**src/cnmt_pkg.sv**
```systemverilog
package cnmt_pkg;
    // CAN identifier bases
    localparam logic [10:0] CNMT_EMCY_BASE  = 11'h080;
    localparam logic [10:0] CNMT_HB_BASE    = 11'h700;
    localparam logic [10:0] CNMT_NMT_ID     = 11'h000;
    // Object dictionary indexes and subindexes
    localparam logic [15:0] CNMT_IDX_HIST   = 16'h1003;
    localparam logic [15:0] CNMT_IDX_HBT    = 16'h1017;
    localparam logic [7:0]  CNMT_SUB_COUNT  = 8'h00;
    localparam logic [7:0]  CNMT_SUB_NEWEST = 8'h01;
    localparam logic [7:0]  CNMT_SUB_SECOND = 8'h02;
    localparam logic [15:0] CNMT_HBT_RESET  = 16'h0000;
    localparam int          CNMT_HIST_DEPTH = 4;
    // Management command codes
    localparam logic [7:0]  CNMT_CS_START   = 8'h01;
    localparam logic [7:0]  CNMT_CS_STOP    = 8'h02;
    localparam logic [7:0]  CNMT_CS_PREOP   = 8'h80;
    localparam logic [7:0]  CNMT_CS_RSTAPP  = 8'h81;
    localparam logic [7:0]  CNMT_CS_RSTCOM  = 8'h82;
    // Heartbeat state byte encodings
    localparam logic [7:0]  CNMT_HB_BOOT    = 8'h00;
    localparam logic [7:0]  CNMT_HB_STOPPED = 8'h04;
    localparam logic [7:0]  CNMT_HB_OPER    = 8'h05;
    localparam logic [7:0]  CNMT_HB_PREOP   = 8'h7F;
    // Fault event codes
    localparam logic [15:0] CNMT_FC_MOT_OT   = 16'h4310;
    localparam logic [15:0] CNMT_FC_PWR_OT   = 16'h4210;
    localparam logic [15:0] CNMT_FC_DC_OV    = 16'h3210;
    localparam logic [15:0] CNMT_FC_I2T_WARN = 16'h2380;
    localparam logic [15:0] CNMT_FC_MOT_WARN = 16'h4380;
    localparam logic [15:0] CNMT_FC_DRV_WARN = 16'h4280;
    localparam logic [15:0] CNMT_FC_SEQ_CMD  = 16'h6193;
    localparam logic [15:0] CNMT_FC_SEQ_JMP  = 16'h6192;
    localparam logic [15:0] CNMT_FC_STACK    = 16'h6180;
    localparam int          CNMT_NUM_FAULTS  = 9;
    // Timing: 1 ms tick at 10 MHz
    localparam int          CNMT_CLK_HZ      = 10000000;
    localparam int          CNMT_TICK_US     = 1000;
    localparam int          CNMT_TICK_CYC    = CNMT_CLK_HZ / 1000000 * CNMT_TICK_US;
    localparam int          CNMT_RESET_CYC   = 4;

    typedef enum {
        CNMT_ST_RSTAPP,
        CNMT_ST_RSTCOM,
        CNMT_ST_INIT,
        CNMT_ST_PREOP,
        CNMT_ST_OPER,
        CNMT_ST_STOPPED
    } cnmt_state_e;

    // One CAN frame, transmit or receive
    typedef struct packed {
        logic [10:0] id;
        logic [3:0]  dlc;
        logic [63:0] data;
    } cnmt_frame_s;

    // Object dictionary access
    typedef struct packed {
        logic        rd;
        logic        wr;
        logic [15:0] index;
        logic [7:0]  sub;
        logic [31:0] wdata;
    } cnmt_od_req_s;
endpackage
```
**src/cnmt_core.sv**
```systemverilog
`timescale 1ns/1ps
`default_nettype none
// What this block does
// Emergency frame on 080h plus node number
// Eight bytes: code, error register, zeros
// Thermal and overvoltage faults use fixed codes
// Warning conditions use their own codes
// Sequence and software faults use codes
// Four-entry shifting history, newest first
// Subindex zero reads stored count
// Writing zero to subindex zero clears history
// Heartbeat on 700h plus node, state byte
// Heartbeat spacing from period in ms
// Bootup frame data zero, then pre-operational
// Bootup counts as first heartbeat
// Two-byte management command on 000h
// Node field zero addresses this node
// No acknowledgement of management commands
// Command codes select target states
// Automatic transitions made by node itself
// Application reset reloads stored parameters
// Communication reset reinitialises controller
// Pre-operational: SDO and NMT, no PDO
// Operational: SDO, PDO and NMT
// Stopped: only heartbeat and NMT
// Ignore foreign nodes; no heartbeat period zero
module cnmt_core
    import cnmt_pkg::*;
#(
    parameter int TICK_CYC = CNMT_TICK_CYC
) (
    input  wire logic                       clk,
    input  wire logic                       resetn,
    input  wire logic [6:0]                 node_id,
    input  wire logic [CNMT_NUM_FAULTS-1:0] fault_evt,
    input  wire logic [7:0]                 error_register,
    input  wire logic                       rx_valid,
    input  wire cnmt_frame_s                rx_frame,
    input  wire cnmt_od_req_s               od_req,
    input  wire logic                       tx_ready,
    input  wire logic                       app_load_done,
    input  wire logic                       can_init_done,
    output logic                            tx_valid,
    output cnmt_frame_s                     tx_frame,
    output logic [31:0]                     od_rdata,
    output logic                            od_rvalid,
    output logic                            app_load_req,
    output logic                            can_init_req,
    output logic                            sdo_enable,
    output logic                            pdo_enable,
    output logic [7:0]                      nmt_state_code
);

    ////////////////////////////////////////////////////////////////////////
    // Fault code table, one entry per event input
    localparam logic [15:0] FAULT_CODE [CNMT_NUM_FAULTS] = '{
        CNMT_FC_MOT_OT, CNMT_FC_PWR_OT, CNMT_FC_DC_OV,
        CNMT_FC_I2T_WARN, CNMT_FC_MOT_WARN, CNMT_FC_DRV_WARN,
        CNMT_FC_SEQ_CMD, CNMT_FC_SEQ_JMP, CNMT_FC_STACK
    };

    cnmt_state_e        state_reg;
    logic [15:0]        hist_reg [CNMT_HIST_DEPTH];
    logic [2:0]         hist_count_reg;
    logic [15:0]        hb_period_reg;
    logic [15:0]        ms_count_reg;
    logic [$clog2(TICK_CYC+1)-1:0] tick_div_reg;
    logic               tick;
    logic [CNMT_NUM_FAULTS-1:0] fault_pend_reg;
    logic               boot_pend_reg;
    logic               hb_due_reg;
    logic               cmd_hit;
    logic               hist_clear;
    logic               tx_done;
    logic [$clog2(CNMT_NUM_FAULTS)-1:0] fault_sel;
    logic               fault_any;
    logic               emcy_fire;

    ////////////////////////////////////////////////////////////////////////
    // Management command decode
    assign cmd_hit = rx_valid && rx_frame.id == CNMT_NMT_ID
                   && rx_frame.dlc == 4'h2
                   && (rx_frame.data[55:48] == 8'h00
                       || rx_frame.data[55:48] == {1'b0, node_id});
    assign tx_done = tx_valid && tx_ready;

    // Node state machine; commands are never answered
    always_ff @(posedge clk or negedge resetn) begin
        if (!resetn) begin
            state_reg <= CNMT_ST_RSTAPP;
        end else if (cmd_hit && state_reg inside {CNMT_ST_PREOP, CNMT_ST_OPER,
                                                  CNMT_ST_STOPPED}) begin
            unique case (rx_frame.data[63:56])
                CNMT_CS_START:  state_reg <= CNMT_ST_OPER;
                CNMT_CS_STOP:   state_reg <= CNMT_ST_STOPPED;
                CNMT_CS_PREOP:  state_reg <= CNMT_ST_PREOP;
                CNMT_CS_RSTAPP: state_reg <= CNMT_ST_RSTAPP;
                CNMT_CS_RSTCOM: state_reg <= CNMT_ST_RSTCOM;
                default:        state_reg <= state_reg;
            endcase
        end else begin
            unique case (state_reg)
                CNMT_ST_RSTAPP:  if (app_load_done) state_reg <= CNMT_ST_RSTCOM;
                CNMT_ST_RSTCOM:  if (can_init_done) state_reg <= CNMT_ST_INIT;
                CNMT_ST_INIT:    if (tx_done && boot_pend_reg) state_reg <= CNMT_ST_PREOP;
                CNMT_ST_PREOP:   state_reg <= state_reg;
                CNMT_ST_OPER:    state_reg <= state_reg;
                CNMT_ST_STOPPED: state_reg <= state_reg;
            endcase
        end
    end

    // Reset-state requests and service permissions, all registered
    always_ff @(posedge clk or negedge resetn) begin
        if (!resetn) begin
            app_load_req   <= 1'b0;
            can_init_req   <= 1'b0;
            sdo_enable     <= 1'b0;
            pdo_enable     <= 1'b0;
            nmt_state_code <= CNMT_HB_BOOT;
        end else begin
            app_load_req   <= state_reg == CNMT_ST_RSTAPP && !app_load_done;
            can_init_req   <= state_reg == CNMT_ST_RSTCOM && !can_init_done;
            sdo_enable     <= state_reg inside {CNMT_ST_PREOP, CNMT_ST_OPER};
            pdo_enable     <= state_reg == CNMT_ST_OPER;
            unique case (state_reg)
                CNMT_ST_PREOP:   nmt_state_code <= CNMT_HB_PREOP;
                CNMT_ST_OPER:    nmt_state_code <= CNMT_HB_OPER;
                CNMT_ST_STOPPED: nmt_state_code <= CNMT_HB_STOPPED;
                default:         nmt_state_code <= CNMT_HB_BOOT;
            endcase
        end
    end

    ////////////////////////////////////////////////////////////////////////
    // Heartbeat period register, kept across the reset states
    always_ff @(posedge clk or negedge resetn) begin
        if (!resetn) begin
            hb_period_reg <= CNMT_HBT_RESET;
        end else if (od_req.wr && od_req.index == CNMT_IDX_HBT
                     && od_req.sub == CNMT_SUB_COUNT) begin
            hb_period_reg <= od_req.wdata[15:0];
        end
    end

    // Millisecond tick divider
    always_ff @(posedge clk or negedge resetn) begin
        if (!resetn) begin
            tick_div_reg <= '0;
        end else if (tick) begin
            tick_div_reg <= '0;
        end else begin
            tick_div_reg <= tick_div_reg + 1'b1;
        end
    end
    assign tick = tick_div_reg == ($clog2(TICK_CYC+1))'(TICK_CYC - 1);

    // Heartbeat timer restarts on each heartbeat or bootup sent
    always_ff @(posedge clk or negedge resetn) begin
        if (!resetn) begin
            ms_count_reg <= '0;
            hb_due_reg   <= 1'b0;
        end else if (hb_period_reg == 16'h0000
                     || !(state_reg inside {CNMT_ST_PREOP, CNMT_ST_OPER, CNMT_ST_STOPPED})) begin
            ms_count_reg <= '0;
            hb_due_reg   <= 1'b0;
        end else if (tx_done && tx_frame.id == CNMT_HB_BASE + {4'h0, node_id}) begin
            ms_count_reg <= '0;
            hb_due_reg   <= 1'b0;
        end else if (tick) begin
            if (ms_count_reg + 16'h0001 >= hb_period_reg) begin
                hb_due_reg   <= 1'b1;
                ms_count_reg <= '0;
            end else begin
                ms_count_reg <= ms_count_reg + 16'h0001;
            end
        end
    end

    ////////////////////////////////////////////////////////////////////////
    // Fault events latch until their emergency frame is loaded into the transmit slot
    always_comb begin
        fault_sel = '0;
        fault_any = 1'b0;
        for (int i = CNMT_NUM_FAULTS - 1; i >= 0; i--) begin
            if (fault_pend_reg[i]) begin
                fault_sel = ($clog2(CNMT_NUM_FAULTS))'(i);
                fault_any = 1'b1;
            end
        end
    end

    // Emergency may go whenever communication is up; stopped blocks it
    assign emcy_fire = fault_any && !tx_valid
                     && state_reg inside {CNMT_ST_PREOP, CNMT_ST_OPER};

    // Pending set wins over the send clearing it
    always_ff @(posedge clk or negedge resetn) begin
        if (!resetn) begin
            fault_pend_reg <= '0;
        end else begin
            fault_pend_reg <= (fault_pend_reg
                               & ~(emcy_fire ? CNMT_NUM_FAULTS'(1) << fault_sel : '0))
                              | fault_evt;
        end
    end

    // Bootup pending is armed in communication reset
    always_ff @(posedge clk or negedge resetn) begin
        if (!resetn) begin
            boot_pend_reg <= 1'b0;
        end else if (state_reg == CNMT_ST_RSTCOM) begin
            boot_pend_reg <= 1'b1;
        end else if (state_reg == CNMT_ST_INIT && tx_done) begin
            boot_pend_reg <= 1'b0;
        end
    end

    ////////////////////////////////////////////////////////////////////////
    // Transmit slot: one frame held until taken, dropped in the reset states
    always_ff @(posedge clk or negedge resetn) begin
        if (!resetn) begin
            tx_valid <= 1'b0;
            tx_frame <= '0;
        end else if (tx_valid) begin
            if (tx_ready || state_reg inside {CNMT_ST_RSTAPP, CNMT_ST_RSTCOM}) tx_valid <= 1'b0;
        end else if (state_reg == CNMT_ST_INIT && boot_pend_reg) begin
            tx_valid      <= 1'b1;
            tx_frame.id   <= CNMT_HB_BASE + {4'h0, node_id};
            tx_frame.dlc  <= 4'h1;
            tx_frame.data <= {CNMT_HB_BOOT, 56'h0};
        end else if (emcy_fire) begin
            tx_valid      <= 1'b1;
            tx_frame.id   <= CNMT_EMCY_BASE + {4'h0, node_id};
            tx_frame.dlc  <= 4'h8;
            tx_frame.data <= {FAULT_CODE[fault_sel][7:0], FAULT_CODE[fault_sel][15:8],
                              error_register, 40'h0};
        end else if (hb_due_reg) begin
            tx_valid      <= 1'b1;
            tx_frame.id   <= CNMT_HB_BASE + {4'h0, node_id};
            tx_frame.dlc  <= 4'h1;
            tx_frame.data <= {nmt_state_code, 56'h0};
        end
    end

    ////////////////////////////////////////////////////////////////////////
    // Fault history: shift on each reported fault, clear on zero write
    assign hist_clear = od_req.wr && od_req.index == CNMT_IDX_HIST
                      && od_req.sub == CNMT_SUB_COUNT && od_req.wdata[7:0] == 8'h00;

    // A fault reported in the clear cycle survives as sole entry
    always_ff @(posedge clk or negedge resetn) begin
        if (!resetn) begin
            hist_count_reg <= '0;
            for (int i = 0; i < CNMT_HIST_DEPTH; i++) hist_reg[i] <= '0;
        end else if (emcy_fire) begin
            hist_reg[0] <= FAULT_CODE[fault_sel];
            for (int i = 1; i < CNMT_HIST_DEPTH; i++) begin
                hist_reg[i] <= hist_clear ? 16'h0000 : hist_reg[i-1];
            end
            if (hist_clear) hist_count_reg <= 3'h1;
            else if (hist_count_reg < 3'(CNMT_HIST_DEPTH))
                hist_count_reg <= hist_count_reg + 3'h1;
        end else if (hist_clear) begin
            hist_count_reg <= '0;
            for (int i = 0; i < CNMT_HIST_DEPTH; i++) hist_reg[i] <= '0;
        end
    end

    // Object dictionary reads answer one cycle later
    always_ff @(posedge clk or negedge resetn) begin
        if (!resetn) begin
            od_rdata  <= '0;
            od_rvalid <= 1'b0;
        end else begin
            od_rvalid <= od_req.rd;
            od_rdata  <= '0;
            if (od_req.index == CNMT_IDX_HIST) begin
                if (od_req.sub == CNMT_SUB_COUNT)
                    od_rdata <= {29'h0, hist_count_reg};
                else if (od_req.sub >= CNMT_SUB_NEWEST && od_req.sub <= 8'h04)
                    od_rdata <= {16'h0, hist_reg[2'(od_req.sub - 8'h01)]};
            end else if (od_req.index == CNMT_IDX_HBT) begin
                od_rdata <= {16'h0, hb_period_reg};
            end
        end
    end
endmodule
`default_nettype wire

```
**config.mk**
```make
export PLATFORM = sky130hd
export DESIGN_NAME = cnmt_core
export DESIGN_NICKNAME = d
export VERILOG_FILES = /design/src/cnmt_pkg.sv /design/src/cnmt_core.sv
export SDC_FILE = /design/constraint.sdc
export NUM_CORES = 1
export LEC_CHECK = 0
export BUFFER_PORTS_ARGS = -buffer_cell sky130_fd_sc_hd__buf_2
export CORE_AREA = 2 2 150 152
export CTS_BUF_LIST = sky130_fd_sc_hd__clkbuf_4
export DETAILED_ROUTE_END_ITERATION = 6
export DIE_AREA = 0 0 152 154
export GPL_TIMING_DRIVEN = 0
export SYNTH_ARGS = -nofsm -noshare
export SYNTH_HDL_FRONTEND = slang
export SYNTH_SLANG_ARGS = --single-unit
```
**constraint.sdc**
```tcl
create_clock -name clk -period 4.05 [get_ports clk]
set_input_delay 0.2025 -clock clk [delete_from_list [all_inputs] [get_ports clk]]
set_output_delay 0.2025 -clock clk [all_outputs]
set_load 0.02 [all_outputs]
```
==> impl_metrics.json, run 1 <==
{
  "seq_area_mm2": 0.003804,
  "synthFlopType": "dfrtp_1",
  "crit_type": "flop to flop",
  "die_w_um": 152,
  "combPwrFrac_pct": 30.2,
  "area_growth_syn_to_layout_pct": 27.33,
  "power.density_mw_per_mm2": 403.2,
  "skew_ps": 24.75,
  "clk_pin_slew_ps": 140,
  "grt_max_degree": 92,
  "syn_avg_cell_area_um2": 9.871,
  "worst_slew_pin_slew_ps": 847.0,
  "start_util_pct": 37.50,
  "coreArea_mm2": 0.02169,
  "synth_commonest_cells": "dfrtp_1 (152), nand2_1 (130), buf_4 (74), a21oi_1 (49), o21ai_0 (43)",
  "reg2reg_from": "ms_count_reg[0]",
  "grt_pass1_vias": 6479,
  "yosys-top-cells-area": "dfrtp_1 (47%), buf_4 (6.8%), nand2_1 (6.0%), ha_1 (4.2%), a21oi_1 (3.0%)",
  "dr.pass1.iters": 5,
  "grt_pass1_wl_um": 32780,
  "synth.distinct_cells": 66,
  "yosysWarningCount": 0,
  "drcViolationCount": 0,
  "start_kind": "flop",
  "hold_class": "input pin to flop",
  "overflow": 0,
  "period_share_pct": 91.47,
  "hold_depth": 4,
  "synth_edf_count": 0,
  "ys_seq_area_share_pct": 46.76,
  "cp-end-kind": "flop",
  "hold_violations": 0,
  "dr_total_vias": 6707,
  "required_ps": 4540,
  "seqPwrFrac_pct": 46.4,
  "numCtsBuffers": 17,
  "gp_congestion": 0.8345,
  "drive_gt1_share_pct": 28.21,
  "multi_input_area_mm2": 0.003771,
  "fin_crit_ps": 3705,
  "largest_reg_flops": 36,
  "drv_cap": 0,
  "worstPathMaxFanout": 8,
  "drt_iter0_drc": 358,
  "die_h_um": 154,
  "grt_usage_pct": 17.34,
  "leakagePower_nw": 5.302,
  "io_pins": 292,
  "antenna_found_initial": 1,
  "setup_viol": 0,
  "yosysMostFrequentCell": "dfrtp_1",
  "root_buffer": "clkbuf_4",
  "synth-seq-cells": 152,
  "yosys.area.top_type_share_pct": 46.76,
  "async_flop_share_pct": 100.0,
  "syn_inst": 824,
  "hp-start": "rx_frame[56]",
  "rr_worst_depth": 12,
  "clockBufferDepth": 2,
  "routed_wl_um": 20370,
  "cts_tree": "built",
  "synth_area_mm2": 0.008134,
  "nFillCells": 2087,
  "total_power_mw": 4.177,
  "wl_per_cell_um": 14.42,
  "via_per_inst": 4.750,
  "status": "completed",
  "ant_nets": 0,
  "dp_hpwl_um": 15240,
  "io_buffer_count": 165,
  "yosys.area.top_type": "dfrtp_1",
  "max_slew_margin_pct": 43.53,
  "rsz0062_at_grt": "no",
  "worstPathArrival_ps": 4190,
  "tns_ps": 0,
  "nNetsFinal": 1312,
  "sw_frac_of_total_pct": 36.21,
  "critical_path.startpoint": "ms_count_reg[0]",
  "die_area_mm2": 0.02341,
  "p_clk_share_pct": 23.4,
  "internal-power_mw": 2.664,
  "cts_setup_buffers": 0,
  "htree_levels": 4,
  "max_freq_ghz": 0.2699,
  "p_switching_mw": 1.512,
  "slew_viol_final": 0,
  "vdd_drop_max_uv": 350.5,
  "row_count": 54,
  "cts.sinks": 152,
  "clock_latency_ps": 560
}
## placed cells by master, fill, tap and decap left out, drive strengths merged, types with 3 or more instances in the layout
cell type / count
or2: 3
conb: 62
xor2: 17
nand3: 18
nor3: 23
mux2: 8
a211oi: 4
nor4b: 4
inv: 37
nor2: 40
a21o: 25
and3: 8
dlygate4sd3: 48
dfrtp: 152
xnor2: 23
nor3b: 3
o21ai: 45
a21oi: 50
o21a: 3
a32o: 7
nand2b: 9
nor4: 20
clkinv: 6
o2111ai: 3
mux4: 9
ha: 27
nand2: 130
nor2b: 5
a22o: 16
clkbuf: 27
buf: 256
nand4: 8
## area by class of cell
class	count	share of cell area, %
timing repair buffer	214	12.94
buffer	100	6.535
multi-input combinational	602	36.41
clock buffer	17	1.232
tap	280	3.382
clock inverter	15	1.631
antenna	1	0.02416
inverter	31	1.123
sequential	152	36.72
## layer usage
metal / GRT usage (%) / routed length [um] / up-vias
met1: 23.06 / 9284 / 3134
li1: - / - / 3354
met5: 0 / 0 / -
met2: 28.59 / 9746 / 209
met3: 4.397 / 1175 / 10
met4: 4.050 / 161 / 0
## power by group through the flow
stage | registers, mW | logic [mW] | clock network [mW]
2_1_floorplan | 2.07 | 0.673 | 0
3_3_place_gp | 1.96 | 1.22 | 0
3_5_place_dp | 1.96 | 1.24 | 0
4_1_cts | 1.94 | 1.27 | 1.01
5_1_grt | 1.97 | 1.38 | 1.08
6_report | 1.94 | 1.26 | 0.977
## metrics by stage
| step | setup WS [ps] | util, % | hold WS, ps | std cells | instance area (um2) |
|---|---|---|---|---|---|
| after global placement | 18.91 | 43.98 | 311.0 | 1330 | 9539 |
| after detailed placement | 84.48 | 44.14 | 228.9 | 1331 | 9573 |
| final | 345.4 | 47.76 | 88.94 | 1412 | 10360 |
| after CTS | 80.49 | 47.72 | 41.96 | 1411 | 10350 |
| after global routing | 1.570 | 47.76 | 55.26 | 1412 | 10360 |
| after floorplan | 1021 | - | -93.09 | 885 | 8363 |
## logic make-up after synthesis
logic type      count (synthesis)  share of synthesized area [%]
compound gates                170                          13.72
xor+xnor                       40                          4.307
mux                            18                          3.999
fa+ha+maj                      27                          4.153
flops                         152                          46.76
buf+inv                       131                          9.752
other cells                     1                        0.04610
simple gates                  285                          17.26
## path summary, 6_finish.rpt
kind / slack [ps] / end
min in group asynchronous: 180 / fault_pend_reg[4]
hold / removal: 90 / state_reg[1]
hold reg to reg: 500 / tick_div_reg[11]
setup / recovery: 350 / ms_count_reg[4]
setup reg to reg: 350 / ms_count_reg[4]
max in group asynchronous: 3030 / ms_count_reg[6]
## critical path: stages (launching register included)
cell,delay (ps)
dfrtp_1,450
ha_1,260
nand3_1,180
nor3b_1,460
nand4_1,230
xnor2_1,240
ha_1,260
nand4_1,140
inv_1,70
a2111oi_2,450
o211ai_1,380
nor2_2,340
a22o_1,180
## repair_timing
action | in CTS | in global routing
resized for setup | 0 | 1
endpoints found under the setup margin | 0 | 17
hold buffers | 48 | 0
hold endpoints to repair | 107 | 0
Note: power is estimated with default switching activity, not from simulation.
==> run 2, diff against run 1 <==
Settings changed: CELL_PAD_IN_SITES_DETAIL_PLACEMENT from default to 0, CELL_PAD_IN_SITES_GLOBAL_PLACEMENT from default to 1, CORE_AREA 2 2 150 152 to 2 2 152 154, CTS_BUF_LIST sky130_fd_sc_hd__clkbuf_4 to sky130_fd_sc_hd__clkbuf_8 sky130_fd_sc_hd__clkbuf_16, DIE_AREA 0 0 152 154 to 0 0 154 156, PLACE_DENSITY_LB_ADDON from default to 0.1, SKIP_LAST_GASP from default to 1.
==> impl_metrics.json, run 2 (synthesis results as in run 1) <==
{
  "row_count": 55,
  "place_inst": 1336,
  "final_common_cell": "buf_2",
  "sw_frac_of_total_pct": 33.28,
  "required_ps": 4410,
  "hold_class": "input pin to flop",
  "drv_cap": 0,
  "internal-power_mw": 3.271,
  "leakagePower_nw": 5.376,
  "worst_slew_pin_slew_ps": 859.1,
  "worstPathMaxFanout": 10,
  "placed_area_mm2": 0.009583,
  "final_core_util_pct": 47.08,
  "nFillCells": 2152,
  "skew_ps": 13.14,
  "dr_wl_met3_um": 1284,
  "clk_pin_slew_ps": 60,
  "dr.pass1.iters": 5,
  "status": "completed",
  "multi_input_area_mm2": 0.003779,
  "numCtsBuffers": 17,
  "gp_congestion": 0.8035,
  "hp-start": "od_req[9]",
  "crit_chain": "and3_1, and3_1, nand3_1, nor2_1, xor2_1, ha_1, a21oi_1, o21ai_0, a2111oi_2, o2111ai_1, buf_2, nor4_1, a21o_1",
  "ant_nets": 0,
  "grt_usage_pct": 18.50,
  "root_buffer": "clkbuf_16",
  "via_per_inst": 4.743,
  "cts.sinks": 152,
  "die_h_um": 156,
  "start_kind": "flop",
  "max_slew_margin_pct": 42.72,
  "area_growth_syn_to_layout_pct": 29.46,
  "critical_path.startpoint": "ms_count_reg[0]",
  "routed_wl_um": 21600,
  "met2_length_um": 9883,
  "worst-path-buf-inv": 1,
  "dr_total_vias": 6636,
  "hold_violations": 0,
  "io_pins": 292,
  "path_delay_family": "simple AND/OR/NAND/NOR gates",
  "grt_max_degree": 100,
  "nNetsFinal": 1295,
  "coreArea_mm2": 0.02237,
  "htree_levels": 4,
  "grt_pass1_vias": 6565,
  "clock_latency_ps": 430,
  "cp-end-kind": "flop",
  "die_area_mm2": 0.02402,
  "seq_area_mm2": 0.003804,
  "drive_gt1_share_pct": 28.90,
  "fin_area_mm2": 0.01053,
  "drt_iter0_drc": 301,
  "pre_cts_ws_ps": -87.46,
  "p_switching_mw": 1.631,
  "n_antenna_cell": 0,
  "dp_hpwl_um": 16260,
  "slew_viol_final": 0,
  "layout_common_cells": "buf_2 (177), dfrtp_1 (152), nand2_1 (130)",
  "vdd_drop_max_uv": 282.5,
  "rsz0062_at_grt": "no",
  "fin_crit_ps": 3675,
  "seqPwrFrac_pct": 39.6,
  "fin_cells": 1399,
  "antenna_found_initial": 0,
  "reg2reg_from": "ms_count_reg[0]",
  "die_w_um": 154,
  "cp_slowest_cell": "a2111oi_2",
  "io_buffer_count": 165,
  "top_layer": "met4",
  "cts_tree": "built",
  "p_clk_share_pct": 34.8,
  "combPwrFrac_pct": 25.6,
  "grt_pass1_wl_um": 35000,
  "worstPathArrival_ps": 4030,
  "drcViolationCount": 0,
  "crit_type": "flop to flop",
  "slowest_delay_ps": 580,
  "start_util_pct": 36.37,
  "cp_common_cell": "and3_1",
  "max_freq_ghz": 0.2721,
  "power.density_mw_per_mm2": 465.6,
  "wl_met1_um": 10160,
  "largest_reg_flops": 36,
  "fin_ws_ps": 374.8,
  "setup_viol": 0,
  "clockBufferDepth": 2,
  "overflow": 0,
  "period_share_pct": 90.75,
  "wl_per_cell_um": 15.44
}
[run 2: cell count changes in the layout (fill, tap and decap cells not counted), moves of 2 or more]
cell / delta
clkbuf_16: +17
clkbuf_4: -17
clkinv_2: -3
clkinv_4: -2
dlygate4sd3_1: -18
inv_6: +4
[run 2: final cells by class]
type / count / share of cell area [%]
plain buffers: 100 / 6.428
clock buffers: 17 / 4.040
clock inverters: 15 / 1.913
inverters: 31 / 1.105
multi-input cells: 602 / 35.88
flip-flops and latches: 152 / 36.12
well taps: 285 / 3.386
repair buffers: 197 / 11.12
[run 2: tightest hold or removal path: stages]
cell and delay [ps]:
buf_2 90, nand2_1 50, o21ai_0 60
[run 2: final timing paths]
path	endpoint	slack, ps	cells past startpoint
min in group asynchronous	od_rvalid	280	2
worst max register to register	ms_count_reg[15]	370	13
worst min register to register	tx_frame[63]	480	2
worst max-delay path	ms_count_reg[15]	370	13
max in group asynchronous	ms_count_reg[1]	2920	3
worst min-delay path	hb_period_reg[9]	20	3
[run 2: timing repair]
action,4_1_cts,5_1_grt
hold buffers,30,0
endpoints found under the hold margin,82,0
gates resized for setup,1,2
buffers inserted,0,1
endpoints found under the setup margin,5,12
gates cloned,0,0
[run 2: per-layer routing]
layer  GRT usage, %  vias up
li1               -     3314
met2          30.41      229
met1          24.68     3076
met4          5.429        0
met5              0        -
met3          3.944       17
[run 2: metrics by stage]
step | setup TNS, ps | total power [mW] | hold slack [ps]
after floorplan | 0 | 2.740 | -93.09
after global placement | -480.4 | 3.205 | 316.4
after detailed placement | -410.5 | 3.216 | 151.6
after CTS | 0 | 4.960 | 0.3269
after global routing | 0 | 5.149 | 24.55
final | 0 | 4.903 | 23.64
[run 2: power groups by stage]
stage	registers, mW	logic, mW	clock network (mW)
after global placement	1.97	1.24	0
after CTS	1.94	1.27	1.74
after floorplan	2.07	0.673	0
final	1.94	1.25	1.71
after detailed placement	1.96	1.25	0
after global routing	1.97	1.37	1.80
